## config.mk

```make
export PLATFORM = sky130hd
export DESIGN_NAME = vid_code_select_mux
export DESIGN_NICKNAME = d
export VERILOG_FILES = /design/src/inc/vid_mux_pkg.sv /design/src/rtl/vid_code_select_mux.sv
export SDC_FILE = /design/constraint.sdc
export NUM_CORES = 1
export LEC_CHECK = 0
export BUFFER_PORTS_ARGS = -buffer_cell sky130_fd_sc_hd__buf_2
export CAP_MARGIN = 20
export CORE_MARGIN = 2
export CORE_UTILIZATION = 45
export CTS_CLUSTER_SIZE = 24
export DETAILED_ROUTE_END_ITERATION = 10
export PLACE_DENSITY_LB_ADDON = 0.25
export SYNTH_ARGS = -nofsm -noshare
export SYNTH_HDL_FRONTEND = slang
export SYNTH_SLANG_ARGS = --single-unit
```

## constraint.sdc

```tcl
create_clock -name clock_in -period 3.8 [get_ports clock_in]
set_input_delay 0.19 -clock clock_in [delete_from_list [all_inputs] [get_ports clock_in]]
set_output_delay 0.19 -clock clock_in [all_outputs]
set_load 0.02 [all_outputs]
```

## src/inc/vid_mux_pkg.sv

```systemverilog
// constants, types and register map of the vid code select mux
`default_nettype none
package vid_mux_pkg;
  localparam int          CLK_PERIOD_NS = 4;
  localparam int          PULL_TEST_NS  = 4000;
  localparam int          PULL_CYCLES   = (PULL_TEST_NS + CLK_PERIOD_NS - 1) / CLK_PERIOD_NS;
  localparam logic [9:0]  PULL_LAST     = 10'(PULL_CYCLES - 1);
  // ahb register map, byte addresses
  localparam logic [7:0]  CTRL_OFFSET   = 8'h00;
  localparam logic [7:0]  STATUS_OFFSET = 8'h04;
  localparam int          CTRL_SAMPLE_BIT = 0;
  localparam logic [31:0] CTRL_RESET    = 32'h0000_0000;
  // four-level input encodings from the comparator front end
  localparam logic [1:0]  LEVEL_GND  = 2'h0;
  localparam logic [1:0]  LEVEL_REF  = 2'h1;
  localparam logic [1:0]  LEVEL_OPEN = 2'h2;
  localparam logic [1:0]  LEVEL_VCC  = 2'h3;
  // target voltage table in millivolts
  localparam logic [10:0] MV_UPPER_BASE = 11'h6d6;
  localparam logic [10:0] MV_UPPER_STEP = 11'h032;
  localparam logic [10:0] MV_LOWER_BASE = 11'h3cf;
  localparam logic [10:0] MV_LOWER_STEP = 11'h019;
  localparam logic [4:0]  CODE_RESET    = 5'h00;
  localparam logic [10:0] MV_RESET      = 11'h6d6;
  localparam logic [1:0]  AHB_NONSEQ_BIT = 2'h2;

  typedef enum logic [1:0] {src_logic, src_impedance, src_suspend} source_type;
  typedef enum logic {st_idle, st_pull} sample_state_type;

  typedef struct packed {
    logic       busy;
    source_type source;
    logic [4:0] imp_code;
    logic [4:0] dac_code;
  } status_type;
endpackage : vid_mux_pkg
`default_nettype wire

```

## src/rtl/vid_code_select_mux.sv

```systemverilog
// voltage-identification code selector with impedance sampler and ahb-lite status port
// Function
// - suspend select high picks suspend decoder code
// - suspend select low picks code-source selector output
// - source select low passes pin levels continuously
// - latch impedance code on documented edge events
// - low pin gets pullup 4us, rise means high
// - high pin gets pulldown, fall means high
// - unchanged pin level means low impedance bit
// - map code to target millivolts by table
// - two four-level inputs pick suspend code
// - code change starts an output transition
//
// Added by the designer: the address map and the AHB-Lite register port.
`timescale 1ns/1ps
`default_nettype none
module vid_code_select_mux (
  input  wire logic        clock_in,
  input  wire logic        reset_n_in,
  input  wire logic [4:0]  vid_code_pins_in,
  input  wire logic        code_source_select_in,
  input  wire logic        low_power_state_select_in,
  input  wire logic [1:0]  low_state_code_msd_in,
  input  wire logic [1:0]  low_state_code_lsd_in,
  input  wire logic        hsel_in,
  input  wire logic [31:0] haddr_in,
  input  wire logic [1:0]  htrans_in,
  input  wire logic        hwrite_in,
  input  wire logic [2:0]  hsize_in,
  input  wire logic [31:0] hwdata_in,
  input  wire logic        hready_in,
  output logic [31:0]      hrdata_out,
  output logic             hreadyout_out,
  output logic             hresp_out,
  output logic [4:0]       pull_up_en_out,
  output logic [4:0]       pull_down_en_out,
  output logic [4:0]       dac_code_out,
  output logic [10:0]      dac_target_mv_out,
  output logic             code_change_out
);

  function automatic logic [10:0] code_to_mv(input logic [4:0] code);
    logic [10:0] step;
    step = {7'h00, code[3:0]};
    if (code[4]) begin
      code_to_mv = 11'(vid_mux_pkg::MV_LOWER_BASE - step * vid_mux_pkg::MV_LOWER_STEP);
    end else begin
      code_to_mv = 11'(vid_mux_pkg::MV_UPPER_BASE - step * vid_mux_pkg::MV_UPPER_STEP);
    end
  endfunction : code_to_mv

  function automatic logic [4:0] suspend_code(input logic [1:0] msd, input logic [1:0] lsd);
    // gnd/gnd is 10000 (0.975 v); each step down the table is one 25 mv code
    suspend_code = {1'b1, msd, lsd};
  endfunction : suspend_code

  ////////////////////////////////////////////////////////////////////////////
  // input synchronisers
  logic [10:0] meta_ff;
  logic [10:0] sync_ff;
  logic [4:0]  pins_s;
  logic        zsel_s;
  logic        sus_s;
  logic [1:0]  msd_s;
  logic [1:0]  lsd_s;

  always_ff @(posedge clock_in or negedge reset_n_in) begin
    if (!reset_n_in) begin
      meta_ff <= 11'h000;
      sync_ff <= 11'h000;
    end else begin
      meta_ff <= {vid_code_pins_in, code_source_select_in, low_power_state_select_in,
                  low_state_code_msd_in, low_state_code_lsd_in};
      sync_ff <= meta_ff;
    end
  end

  assign pins_s = sync_ff[10:6];
  assign zsel_s = sync_ff[5];
  assign sus_s  = sync_ff[4];
  assign msd_s  = sync_ff[3:2];
  assign lsd_s  = sync_ff[1:0];

  ////////////////////////////////////////////////////////////////////////////
  // sampling triggers
  logic zsel_prev_ff;
  logic sus_prev_ff;
  logic pend_ff;
  logic sw_req_ff;
  logic trigger;

  always_ff @(posedge clock_in or negedge reset_n_in) begin
    if (!reset_n_in) begin
      zsel_prev_ff <= 1'b0;
      sus_prev_ff  <= 1'b0;
    end else begin
      zsel_prev_ff <= zsel_s;
      sus_prev_ff  <= sus_s;
    end
  end

  // prev flops reset low, so a source select held high through power-up looks like a rising edge
  assign trigger = (zsel_s && !zsel_prev_ff) || (sus_prev_ff && !sus_s && zsel_s) || sw_req_ff;

  ////////////////////////////////////////////////////////////////////////////
  // impedance pull test
  vid_mux_pkg::sample_state_type state_ff;
  logic [9:0] cnt_ff;
  logic [4:0] pre_ff;
  logic [4:0] imp_code_ff;
  logic [4:0] pull_up_ff;
  logic [4:0] pull_dn_ff;
  logic       start;
  logic       done;

  assign start = (state_ff == vid_mux_pkg::st_idle) && pend_ff;
  assign done  = (state_ff == vid_mux_pkg::st_pull) && (cnt_ff == 10'h000);

  // a trigger during a test is held, so a late edge still gets its own sample
  always_ff @(posedge clock_in or negedge reset_n_in) begin
    if (!reset_n_in) begin
      pend_ff <= 1'b0;
    end else if (trigger) begin
      pend_ff <= 1'b1;
    end else if (start) begin
      pend_ff <= 1'b0;
    end
  end

  always_ff @(posedge clock_in or negedge reset_n_in) begin
    if (!reset_n_in) begin
      state_ff   <= vid_mux_pkg::st_idle;
      cnt_ff     <= 10'h000;
      pre_ff     <= 5'h00;
      pull_up_ff <= 5'h00;
      pull_dn_ff <= 5'h00;
    end else begin
      case (state_ff)
        vid_mux_pkg::st_idle: begin
          if (pend_ff) begin
            state_ff   <= vid_mux_pkg::st_pull;
            cnt_ff     <= vid_mux_pkg::PULL_LAST;
            pre_ff     <= pins_s;            // all five pins in one window
            pull_up_ff <= ~pins_s;
            pull_dn_ff <= pins_s;
          end
        end
        vid_mux_pkg::st_pull: begin
          if (cnt_ff == 10'h000) begin
            state_ff   <= vid_mux_pkg::st_idle;
            pull_up_ff <= 5'h00;
            pull_dn_ff <= 5'h00;
          end else begin
            cnt_ff <= cnt_ff - 10'h001;
          end
        end
        default: begin
          state_ff <= vid_mux_pkg::st_idle;
        end
      endcase
    end
  end

  // a pin that followed its pull is high impedance; one that held its level is low
  always_ff @(posedge clock_in or negedge reset_n_in) begin
    if (!reset_n_in) begin
      imp_code_ff <= 5'h00;
    end else if (done) begin
      imp_code_ff <= pre_ff ^ pins_s;
    end
  end

  ////////////////////////////////////////////////////////////////////////////
  // source selection and target
  logic [4:0]             nxt_code;
  vid_mux_pkg::source_type nxt_source;
  vid_mux_pkg::source_type source_ff;
  logic [4:0]             dac_code_ff;
  logic [10:0]            dac_target_ff;
  logic                   code_change_ff;

  always_comb begin
    if (sus_s) begin
      nxt_source = vid_mux_pkg::src_suspend;
      nxt_code   = suspend_code(msd_s, lsd_s);
    end else if (zsel_s) begin
      nxt_source = vid_mux_pkg::src_impedance;
      nxt_code   = imp_code_ff;
    end else begin
      nxt_source = vid_mux_pkg::src_logic;
      nxt_code   = pins_s;
    end
  end

  always_ff @(posedge clock_in or negedge reset_n_in) begin
    if (!reset_n_in) begin
      dac_code_ff    <= vid_mux_pkg::CODE_RESET;
      dac_target_ff  <= vid_mux_pkg::MV_RESET;
      source_ff      <= vid_mux_pkg::src_logic;
      code_change_ff <= 1'b0;
    end else begin
      dac_code_ff    <= nxt_code;
      dac_target_ff  <= code_to_mv(nxt_code);
      source_ff      <= nxt_source;
      code_change_ff <= nxt_code != dac_code_ff;
    end
  end

  ////////////////////////////////////////////////////////////////////////////
  // ahb-lite slave, zero wait states
  logic        rd_phase;
  logic        wr_pend_ff;
  logic [7:0]  wr_addr_ff;
  logic [31:0] hrdata_ff;
  logic        hreadyout_ff;
  vid_mux_pkg::status_type status;

  assign rd_phase = hsel_in && htrans_in[1] && hready_in;
  assign status   = '{busy: (state_ff == vid_mux_pkg::st_pull) || pend_ff,
                      source: source_ff, imp_code: imp_code_ff, dac_code: dac_code_ff};

  always_ff @(posedge clock_in or negedge reset_n_in) begin
    if (!reset_n_in) begin
      wr_pend_ff   <= 1'b0;
      wr_addr_ff   <= 8'h00;
      hrdata_ff    <= 32'h0000_0000;
      hreadyout_ff <= 1'b0;
    end else begin
      hreadyout_ff <= 1'b1;
      wr_pend_ff   <= rd_phase && hwrite_in;
      if (rd_phase) begin
        wr_addr_ff <= haddr_in[7:0];
      end
      if (rd_phase && !hwrite_in && haddr_in[7:0] == vid_mux_pkg::STATUS_OFFSET) begin
        hrdata_ff <= {19'h00000, status};
      end else begin
        hrdata_ff <= vid_mux_pkg::CTRL_RESET;
      end
    end
  end

  // sample request is write-one, self-clearing after one cycle
  always_ff @(posedge clock_in or negedge reset_n_in) begin
    if (!reset_n_in) begin
      sw_req_ff <= 1'b0;
    end else begin
      sw_req_ff <= wr_pend_ff && wr_addr_ff == vid_mux_pkg::CTRL_OFFSET
                   && hwdata_in[vid_mux_pkg::CTRL_SAMPLE_BIT];
    end
  end

  assign hrdata_out        = hrdata_ff;
  assign hreadyout_out     = hreadyout_ff;
  assign hresp_out         = 1'b0;
  assign pull_up_en_out    = pull_up_ff;
  assign pull_down_en_out  = pull_dn_ff;
  assign dac_code_out      = dac_code_ff;
  assign dac_target_mv_out = dac_target_ff;
  assign code_change_out   = code_change_ff;

  ////////////////////////////////////////////////////////////////////////////
  // assertions
  // helper counters: cycles since the pull test began, and cycles a pending sample has waited
  logic [9:0]  pull_len_ff;
  logic [10:0] pend_wait_ff;

  always_ff @(posedge clock_in or negedge reset_n_in) begin
    if (!reset_n_in) begin
      pull_len_ff <= 10'h000;
    end else if (start) begin
      pull_len_ff <= 10'h000;
    end else begin
      pull_len_ff <= pull_len_ff + 10'h001;
    end
  end

  // eleven bits so a stuck request cannot wrap back under the bound unseen
  always_ff @(posedge clock_in or negedge reset_n_in) begin
    if (!reset_n_in) begin
      pend_wait_ff <= 11'h000;
    end else if (!pend_ff || start) begin
      pend_wait_ff <= 11'h000;
    end else begin
      pend_wait_ff <= pend_wait_ff + 11'h001;
    end
  end

  property p_suspend_pick;
    @(posedge clock_in) disable iff (!reset_n_in)
      sus_s |=> dac_code_ff == suspend_code($past(msd_s), $past(lsd_s));
  endproperty
  a_suspend_pick: assert property (p_suspend_pick) else $error("suspend code not selected");

  property p_imp_pick;
    @(posedge clock_in) disable iff (!reset_n_in)
      (!sus_s && zsel_s && !done) |=> dac_code_ff == imp_code_ff;
  endproperty
  a_imp_pick: assert property (p_imp_pick) else $error("impedance code not selected");

  property p_logic_pick;
    @(posedge clock_in) disable iff (!reset_n_in)
      (!sus_s && !zsel_s) |=> dac_code_ff == $past(pins_s);
  endproperty
  a_logic_pick: assert property (p_logic_pick) else $error("pin code not passed");

  property p_trigger_start;
    @(posedge clock_in) disable iff (!reset_n_in)
      trigger |=> pend_ff;
  endproperty
  a_trigger_start: assert property (p_trigger_start) else $error("sampling request lost");

  // worst case: a trigger in the start cycle waits out one whole pull test
  property p_pend_wait;
    @(posedge clock_in) disable iff (!reset_n_in)
      pend_wait_ff <= 11'(vid_mux_pkg::PULL_CYCLES);
  endproperty
  a_pend_wait: assert property (p_pend_wait) else $error("pending sample never started");

  property p_pull_dir;
    @(posedge clock_in) disable iff (!reset_n_in)
      state_ff == vid_mux_pkg::st_pull |-> pull_up_ff == ~pre_ff && pull_dn_ff == pre_ff;
  endproperty
  a_pull_dir: assert property (p_pull_dir) else $error("pull direction wrong");

  property p_pull_len;
    @(posedge clock_in) disable iff (!reset_n_in)
      state_ff == vid_mux_pkg::st_pull |-> (pull_len_ff == vid_mux_pkg::PULL_LAST) == done;
  endproperty
  a_pull_len: assert property (p_pull_len) else $error("pull test length wrong");

  property p_decide;
    @(posedge clock_in) disable iff (!reset_n_in)
      done |=> imp_code_ff == ($past(pre_ff) ^ $past(pins_s)) && pull_up_ff == 5'h00;
  endproperty
  a_decide: assert property (p_decide) else $error("impedance decision wrong");

  property p_hold;
    @(posedge clock_in) disable iff (!reset_n_in)
      !done |=> $stable(imp_code_ff);
  endproperty
  a_hold: assert property (p_hold) else $error("latched code moved");

  property p_target;
    @(posedge clock_in) disable iff (!reset_n_in)
      dac_target_ff == code_to_mv(dac_code_ff);
  endproperty
  a_target: assert property (p_target) else $error("target voltage mismatch");

  property p_change;
    @(posedge clock_in) disable iff (!reset_n_in)
      ##1 (dac_code_ff != $past(dac_code_ff)) |-> code_change_ff;
  endproperty
  a_change: assert property (p_change) else $error("transition not flagged");

  c_sample: cover property (@(posedge clock_in) disable iff (!reset_n_in) done && (pre_ff ^ pins_s) != 5'h00);
  c_suspend: cover property (@(posedge clock_in) disable iff (!reset_n_in) sus_prev_ff && !sus_s && zsel_s);
  c_sw_req: cover property (@(posedge clock_in) disable iff (!reset_n_in) sw_req_ff);
  c_logic: cover property (@(posedge clock_in) disable iff (!reset_n_in) code_change_ff && !zsel_s);

endmodule : vid_code_select_mux
`default_nettype wire

```

==> results_dict.tcl, run 1 <==
set metrics [dict create \
    cpPeakStageDelay_ns 0.67 \
    worst_slew_pin_slew_ns 0.954 \
    diodes 0 \
    post_drt_wl_per_cell_microns 14.3 \
    wirelength_microns 8600 \
    reg2reg_setup_slack_ns 0.35 \
    worstRegToRegCells 10 \
    port_buffers 66 \
    irDropWorstVdd_uv 284 \
    ant_nets 0 \
    grt_first_pass_wirelength_microns 13900 \
    hp-class "input pin to register" \
    critPathLaunchType "register" \
    cp_slowest_cell "dfrtp_1" \
    fin_util 0.535 \
    r2r-start "sync_ff[5]" \
    wl_met2_microns 4020 \
    grt_pass1_vias 2887 \
    dp.cells 572 \
    p_total_mw 2.65 \
    rsz0062_at_grt "false" \
    synth_edf_count 0 \
    clock_latency_ns 0.37 \
    synth_cells 379 \
    fin_crit_ns 3.45 \
    crit_fanout 9 \
    place.gp.congestion 0.787 \
    cts_sinks 98 \
    detailed_place.area_sq_um 4820 \
    drt_iter0_drc 189 \
    num_vias 3007 \
    path_common_cell "ha_1" \
    ys_ff_latch 98 \
    design.core.area_sq_um 9640 \
    synth_ff_type "dfrtp_1" \
    critPathCapture "dac_target_mv_out[7]" \
    grt-ovfl-total 0 \
    ys_types 57 \
    fin_cells 600 \
    clock.fmax_ghz 0.290 \
    crit_chain "mux2i_1 > o21ai_1 > ha_1 > xor2_1 > ha_1 > ha_1 > a21oi_1 > o21ai_0 > or3_1 > a31oi_1" \
    initial_core_util 0.458 \
    crit_start "sync_ff[5]" \
    tritoncts "yes" \
    dr.max_layer_used "met4" \
    drv_slew 0 \
    layout-drive-gt1-share 0.238 \
    row_count 36 \
    cts.clk_slew.worst_paths_ns 0.10 \
    avgSynthCellArea_sq_um 11.6 \
    grt_max_degree 77 \
    nets 567 \
    r2r_end "dac_target_mv_out[7]" \
    areaGrowthSynthToFinish_pct 17.0 \
    die_h_microns 103 \
    fin_tns_setup_ns 0 \
    yosysWarnings 0 \
    die_w_microns 103 \
    skew_ns 0.0148 \
    final_cell_area_sq_um 5160 \
    seq_area_frac_synth 0.558 \
    worstPathArrival_ns 3.74 \
    clockRootBuffer "clkbuf_8" \
    clockBufferDepth 2 \
    maxCapViolCount 0 \
    drt_first_pass_iters 4 \
    status "finished clean" \
    relSlewSlack 0.364 \
    ios 146 \
    required_ns 4.09 \
    leakagePower_nw 2.51 \
    cts_buffers 9 \
    drc 0 \
    wl_met3_microns 488 \
    htree_levels 3 \
    hold_viol 0 \
    dp_hpwl_microns 6070 \
    die-area_sq_um 10600 \
    period_share 0.907 \
    powerDensity_nw_per_um2 513 \
    setup_viol 0 \
    synth_area_sq_um 4410 \
    critical_path_class "register to register" \
    vias_per_cell 5.01 \
    antenna_found_initial 0 \
    post_cts_buffers 0 \
    async_flop_share 1.00 \
    drt-met1-wl_microns 3960 \
    critical_path.endpoint_type "register" \
    grt_use_total 0.174 \
]
==> final cells by class <==
cell class                      count  area [sq um]
Timing Repair Buffer               83           490
Sequential cell                    98          2460
Inverter                           17          63.8
Fill cell                         891          4480
Tap cell                          133           166
Clock inverter                      5          67.6
Clock buffer                       11           151
Multi-Input combinational cell    253          1760
==> worst max-delay path: cells and delay by family, from the launching register on <==
| kind | cells | cell delay, ns |
|---|---|---|
| simple gates | 1 | 0.36 |
| mux | 1 | 0.42 |
| flops | 1 | 0.67 |
| compound gates | 4 | 0.77 |
| fa+ha+maj | 3 | 0.97 |
| xor+xnor | 1 | 0.17 |
==> Yosys cell counts, types with 7 or more instances <==
cell	n	share of area
clkbuf_1	7	0.0060
xnor2_1	18	0.036
nand2_1	31	0.026
mux2_2	9	0.023
a21oi_1	7	0.0079
o21ai_1	10	0.011
and2_1	14	0.020
buf_4	20	0.034
ha_1	19	0.054
dfrtp_1	91	0.52
nand3_1	9	0.010
dfstp_2	7	0.042
inv_1	16	0.014
o21ai_0	15	0.017
nor2_1	13	0.011
==> metrics by stage <==
stage / setup slack [ns] / hold slack (ns)
finish: 0.352 / 0.0317
global route: 0.0990 / 0.0121
detailed placement: 0.262 / 0.299
floorplan: 0.681 / -0.106
global placement: 0.292 / 0.298
CTS: 0.201 / 0.0140
==> repair_timing <==
item                                    4_1_cts  5_1_grt
endpoints found under the setup margin        0        1
hold buffers                                 12        0
endpoints found under the hold margin        81        0
resized for setup                             0        1
==> worst min path at each step <==
stage | depth (start not counted) | slack, ns | start | to
6_report | 3 | 0.03 | hwrite_in | wr_pend_ff
5_1_grt | 3 | 0.01 | hwrite_in | wr_pend_ff
4_1_cts | 3 | 0.01 | hwrite_in | wr_pend_ff
3_5_place_dp | 1 | 0.30 | low_state_code_lsd_in[0] | meta_ff[0]
3_3_place_gp | 1 | 0.30 | low_state_code_lsd_in[0] | meta_ff[0]
2_1_floorplan | 0 | -0.11 | reset_n_in | cnt_ff[0]
==> logic make-up after synthesis <==
family,count (synthesis),share of synthesized area
simple gates,103,0.128
flops,98,0.558
compound gates,72,0.113
buf+inv,47,0.0593
xor+xnor,21,0.0417
fa+ha+maj,20,0.0584
mux,16,0.0400
other cells,2,0.00170
==> cell usage in the layout (no fill, tap or decap), types with 6 or more instances in the layout <==
| cell type | count |
|---|---|
| nand2_1 | 31 |
| o21ai_1 | 11 |
| mux2i_1 | 6 |
| inv_1 | 16 |
| conb_1 | 21 |
| a22o_1 | 6 |
| nor2_1 | 13 |
| nand3_1 | 9 |
| dlygate4sd3_1 | 12 |
| mux2_2 | 9 |
| buf_4 | 6 |
| buf_2 | 65 |
| and2_1 | 14 |
| o21ai_0 | 14 |
| dfstp_2 | 7 |
| xnor2_1 | 18 |
| dfrtp_1 | 91 |
| ha_1 | 19 |
| a21oi_1 | 7 |
| clkbuf_8 | 11 |
==> power breakdown <==
group / switching, mW / internal [mW]
Sequential: 0.117 / 1.19
Clock: 0.376 / 0.351
Combinational: 0.349 / 0.263
==> layer usage <==
metal / global-route usage / vias up
met2: 0.264 / 80
met3: 0.0522 / 12
met4: 0.0668 / 0
met1: 0.235 / 1467
met5: 0 / -
li1: - / 1448
==> registers in the layout (all words and copies together) (netlist names) <==
name and cells:
wr_addr_ff 8, zsel_prev_ff 1, dac_code_out 5, pull_up_en_out 5
pend_ff 1, sw_req_ff 1, imp_code_ff 5, hrdata_out 13
pre_ff 5, code_change_out 1, wr_pend_ff 1, cnt_ff 10
state_ff 1, source_ff 2, hreadyout_out 1, meta_ff 11
dac_target_mv_out 11, sync_ff 11, pull_down_en_out 5
(Power assumes the default switching activity.)
==> inputs of run 2 (changes only) <==
PLACE_DENSITY = 0.77   (was unset)
PLACE_DENSITY_LB_ADDON = unset   (was 0.25)
==> run 2 against run 1 <==
Effect of this change: critical path depth decreased by 1; utilization decreased by 0.26 points; clock power decreased by 6.7%.
==> results_dict.tcl, run 2 (same netlist as run 1, synthesis figures left out) <==
set metrics [dict create \
    drt_first_pass_iters 4 \
    nets 566 \
    clock_latency_ns 0.37 \
    skew_ns 0.0173 \
    critical_path.endpoint_type "register" \
    vias_per_cell 4.95 \
    cts_sinks 98 \
    detailed_place.area_sq_um 4810 \
    critPathLaunchType "register" \
    tritoncts "yes" \
    cts.clk_slew.worst_paths_ns 0.09 \
    grt_max_degree 62 \
    p_sw_frac 0.316 \
    cts_buffers 9 \
    fin_util 0.533 \
    die-area_sq_um 10600 \
    setup_viol 0 \
    p_seq_frac 0.503 \
    antenna_found_initial 0 \
    period_share 0.904 \
    status "finished clean" \
    rsz0062_at_grt "false" \
    hold_ws_ns 0.0437 \
    critical_path_class "register to register" \
    grt_pass1_vias 2789 \
    multiInputGateArea_sq_um 1760 \
    hold_path_depth 3 \
    grt_use_total 0.168 \
    leakagePower_nw 2.49 \
    dp.cells 571 \
    drc 0 \
    hold_viol 0 \
    areaGrowthSynthToFinish_pct 16.4 \
    clockBufferDepth 2 \
    crit_fanout 9 \
    die_h_microns 103 \
    drt_iter0_drc 164 \
    row_count 36 \
    initial_core_util 0.458 \
    htree_levels 3 \
    port_buffers 66 \
    worstRegToRegCells 9 \
    final_cell_area_sq_um 5140 \
    reg2reg_setup_slack_ns 0.36 \
    fillCellCount 856 \
    place.gp.congestion 0.877 \
    clkPwrFrac 0.260 \
    worst_slew_pin_slew_ns 0.921 \
    fin_tns_setup_ns 0 \
    relSlewSlack 0.385 \
    p_comb_frac 0.236 \
    irDropWorstVdd_uv 206 \
    post_drt_wl_per_cell_microns 14.0 \
    crit_chain "mux2i_1 > o21ai_1 > ha_1 > ha_1 > fa_1 > xor2_1 > nand2_1 > or4_1 > o211ai_1" \
    layout-drive-gt1-share 0.234 \
    p_int_mw 1.78 \
    diodes 0 \
    cpPeakStageDelay_ns 0.62 \
    regArea_sq_um 2460 \
    fin_cells 599 \
    power.switching_uw 821 \
    dp_slack_ns 0.416 \
    grt_first_pass_wirelength_microns 13600 \
    ios 146 \
    grt-ovfl-total 0 \
    maxCapViolCount 0 \
    required_ns 4.07 \
    die_w_microns 103 \
    drv_slew 0 \
    hp-class "input pin to register" \
    cp_slowest_cell "o21ai_1" \
    clock.fmax_ghz 0.291 \
    worstPathArrival_ns 3.70 \
    num_vias 2965 \
    wirelength_microns 8390 \
    layout_commonest_cell "dfrtp_1" \
    most-common-layout-cells "91 x dfrtp_1, 65 x buf_2, 31 x nand2_1" \
    powerDensity_nw_per_um2 507 \
    path_common_cell "ha_1" \
    ant_nets 0 \
    largest_reg_flops 13 \
    design.core.area_sq_um 9640 \
    clockRootBuffer "clkbuf_8" \
    fin_crit_ns 3.44 \
    p_total_mw 2.60 \
    postLayoutSetupSlackWorst_ns 0.365 \
    dp_hpwl_microns 6120 \
]
[run 2: cell types whose count changed in the layout (fill, tap and decap cells not counted)]
cell | before | now
clkbuf_8 | 11 | 10
inv_8 | 1 | 0
buf_4 | 6 | 5
o21ai_1 | 11 | 10
o21ai_0 | 14 | 15
clkinv_2 | 0 | 1
clkinv_4 | 1 | 0
clkbuf_1 | 0 | 1
clkinvlp_4 | 0 | 1
[run 2: layout make-up]
class	instances	share of cell area
Clock buffer	11	0.0275
Clock inverter	5	0.0117
Inverter	17	0.0124
Multi-Input combinational cell	253	0.343
Sequential cell	98	0.479
Tap cell	133	0.0324
Timing Repair Buffer	82	0.0940
[run 2: power groups by stage]
stage | Clock [mW] | Combinational (mW) | Sequential, mW
final | 0.678 | 0.615 | 1.31
after detailed placement | 0 | 0.610 | 1.33
after floorplan | 0 | 0.394 | 1.37
after CTS | 0.695 | 0.620 | 1.31
after global placement | 0 | 0.584 | 1.32
after global routing | 0.746 | 0.686 | 1.33
[run 2: per-layer routing]
metal,vias to the layer above,part of all wire,routed length (microns),global-route usage
met4,0,0.023,189,0.0850
met2,76,0.48,4040,0.263
met3,12,0.052,434,0.0312
met1,1436,0.44,3720,0.225
met5,-,0,0,0
li1,1441,-,-,-
[run 2: worst paths after layout]
path                                              to       start
min in group asynchronous        pull_down_en_out[4]  reset_n_in
max in group asynchronous                 meta_ff[3]  reset_n_in
worst min register to register            sync_ff[6]  meta_ff[6]
worst max-delay path            dac_target_mv_out[8]  sync_ff[5]
worst max register to register  dac_target_mv_out[8]  sync_ff[5]
worst min-delay path                      wr_pend_ff   hwrite_in
[run 2: what timing repair did]
item                                    CTS  global route
hold buffers                             12             0
setup buffers                             0             0
endpoints found under the setup margin    0             0
resized for setup                         0             0
endpoints found under the hold margin    64             0
[run 2: worst max-delay path: cells and delay by family, from the launching register on]
kind / cells / cell delay (ns)
flip-flops: 1 / 0.58
AND/OR/NAND/NOR: 2 / 0.56
adder cells (fa/ha/maj): 3 / 1.04
multiplexers: 1 / 0.16
XOR/XNOR: 1 / 0.28
AO/OA/AOI/OAI: 2 / 0.72
==> inputs of run 3 (changes only) <==
CELL_PAD_IN_SITES_DETAIL_PLACEMENT = 1   (was unset)
CELL_PAD_IN_SITES_GLOBAL_PLACEMENT = 2   (was unset)
CORE_UTILIZATION = 31   (was 45)
PLACE_DENSITY = 0.83   (was 0.77)
==> run 3 against run 2 <==
Effect of this change: the run now ends with hold timing left; via count increased by 3.3%; clock power increased by 36%; first-iteration DRC count decreased by 71%; hold slack got worse by 0.048 ns; final cell count increased by 8.3%; critical endpoint is now dac_target_mv_out[7].
==> results_dict.tcl, run 3 (same netlist as run 1, synthesis figures left out) <==
set metrics [dict create \
    status "finished with violations" \
    violations "hold timing" \
    areaGrowthSynthToFinish_pct 20.5 \
    design.core.area_sq_um 13900 \
    largest_reg_flops 13 \
    critical_path.endpoint_type "register" \
    die_w_microns 123 \
    num_vias 3063 \
    period_share 0.875 \
    hold_ws_ns -0.00404 \
    ios 146 \
    r2r-start "sync_ff[5]" \
    post_drt_wl_per_cell_microns 15.4 \
    wirelength_microns 10000 \
    diodes 0 \
    path_delay_family "adder cells" \
    most-common-layout-cells "91 x dfrtp_1, 65 x buf_2, 31 x nand2_1" \
    final_cell_area_sq_um 5320 \
    required_ns 4.07 \
    grt_pass1_vias 3191 \
    crit_fanout 6 \
    drt_iter0_drc 48 \
    worstRegToRegCells 10 \
    crit_start "sync_ff[5]" \
    path_buf_inv 0 \
    die_h_microns 123 \
    dp_slack_ns 0.514 \
    nets 569 \
    dp_hpwl_microns 7220 \
    maxCapViolCount 0 \
    post_cts_resize_count 0 \
    critical_path_class "register to register" \
    drt_first_pass_iters 4 \
    grt-ovfl-total 0 \
    place.gp.congestion 0.829 \
    port_buffers 66 \
    clockRootBuffer "clkbuf_16" \
    tritoncts "yes" \
    worst_slew_pin_slew_ns 0.947 \
    critPathCapture "dac_target_mv_out[7]" \
    cp.depth 10 \
    r2r_end "dac_target_mv_out[7]" \
    cts.clk_slew.worst_paths_ns 0.07 \
    hold_viol 2 \
    setup_viol 0 \
    reg2reg_setup_slack_ns 0.47 \
    grt_max_degree 76 \
    postLayoutSetupSlackWorst_ns 0.474 \
    clock.fmax_ghz 0.301 \
    cts_buffers 9 \
    ant_nets 0 \
    worstPathArrival_ns 3.59 \
    vias_per_cell 4.72 \
    powerDensity_nw_per_um2 539 \
    crit_chain "mux2i_1 > o21ai_0 > ha_1 > xor2_1 > ha_1 > ha_1 > a21oi_1 > o21ai_0 > or3_1 > a31oi_1" \
    clockBufferDepth 2 \
    grt_use_total 0.139 \
    htree_levels 3 \
    cp_slowest_cell "dfrtp_1" \
    relSlewSlack 0.369 \
    leakagePower_nw 2.55 \
    cpPeakStageDelay_ns 0.50 \
    path_common_cell "ha_1" \
    skew_ns 0.00544 \
    layout-drive-gt1-share 0.241 \
    drc 0 \
    grt_first_pass_wirelength_microns 16100 \
    drv_slew 0 \
    cts_sinks 98 \
    row_count 43 \
    layout_commonest_cell "dfrtp_1" \
    fin_crit_ns 3.33 \
    hp-class "input pin to async pin" \
    die-area_sq_um 15200 \
    critPathLaunchType "register" \
    post_cts_buffers 0 \
    clock_latency_ns 0.35 \
    irDropWorstVdd_uv 201 \
    initial_core_util 0.318 \
    rsz0062_at_grt "false" \
    antenna_found_initial 0 \
    fin_tns_setup_ns 0 \
    detailed_place.area_sq_um 4900 \
]
run 3: changes by cell type in the layout (fill, tap and decap cells not counted), sizes merged:
| cell | change |
|---|---|
| buf | +4 |
| clkbuf | -1 |
| clkinv | +1 |
| clkinvlp | -1 |
| dlygate4sd3 | -1 |
| inv | +1 |
run 3: cell type report:
| class | count | area, sq um |
|---|---|---|
| repair buffers | 85 | 503 |
| fillers | 1559 | 8570 |
| clock inverters | 6 | 72.6 |
| clock buffers | 10 | 229 |
| multi-input cells | 253 | 1760 |
| well taps | 180 | 225 |
| inverters | 17 | 63.8 |
| flip-flops and latches | 98 | 2460 |
run 3: metal layers:
metal / global-route usage / routed length [microns] / part of all wire / up-vias
li1: - / - / - / 1453
met1: 0.178 / 4520 / 0.45 / 1535
met2: 0.228 / 4930 / 0.49 / 63
met3: 0.0263 / 359 / 0.036 / 12
met4: 0.0632 / 202 / 0.020 / 0
met5: 0 / 0 / 0 / -
run 3: timing repair:
item / 4_1_cts / 5_1_grt
hold endpoints to repair: 11 / 0
endpoints found under the setup margin: 0 / 0
hold buffers: 11 / 0
run 3: where the power goes:
| part | internal, mW | switching (mW) | leakage [nW] |
|---|---|---|---|
| clock | 0.520 | 0.401 | 0.149 |
| combinational | 0.265 | 0.368 | 1.22 |
| sequential | 1.19 | 0.116 | 1.19 |
| total | 1.98 | 0.885 | 2.55 |
run 3: worst min path at each step:
stage | depth (start not counted) | endpoint | slack (ns) | from
after detailed placement | 1 | meta_ff[3] | 0.30 | low_state_code_msd_in[1]
after global placement | 1 | meta_ff[8] | 0.30 | vid_code_pins_in[2]
after global routing | 1 | sync_ff[10] | 0.08 | reset_n_in
after floorplan | 0 | cnt_ff[0] | -0.11 | reset_n_in
final | 1 | sync_ff[10] | -0.004 | reset_n_in
after CTS | 1 | hrdata_out[5] | 0.04 | reset_n_in
run 3: through the flow:
step / instances / util / power, mW
final: 649 / 0.383 / 2.86
after global routing: 649 / 0.383 / 3.02
after CTS: 649 / 0.383 / 2.91
after detailed placement: 622 / 0.353 / 1.96
after global placement: 622 / 0.353 / 1.92
after floorplan: 398 / - / 1.76
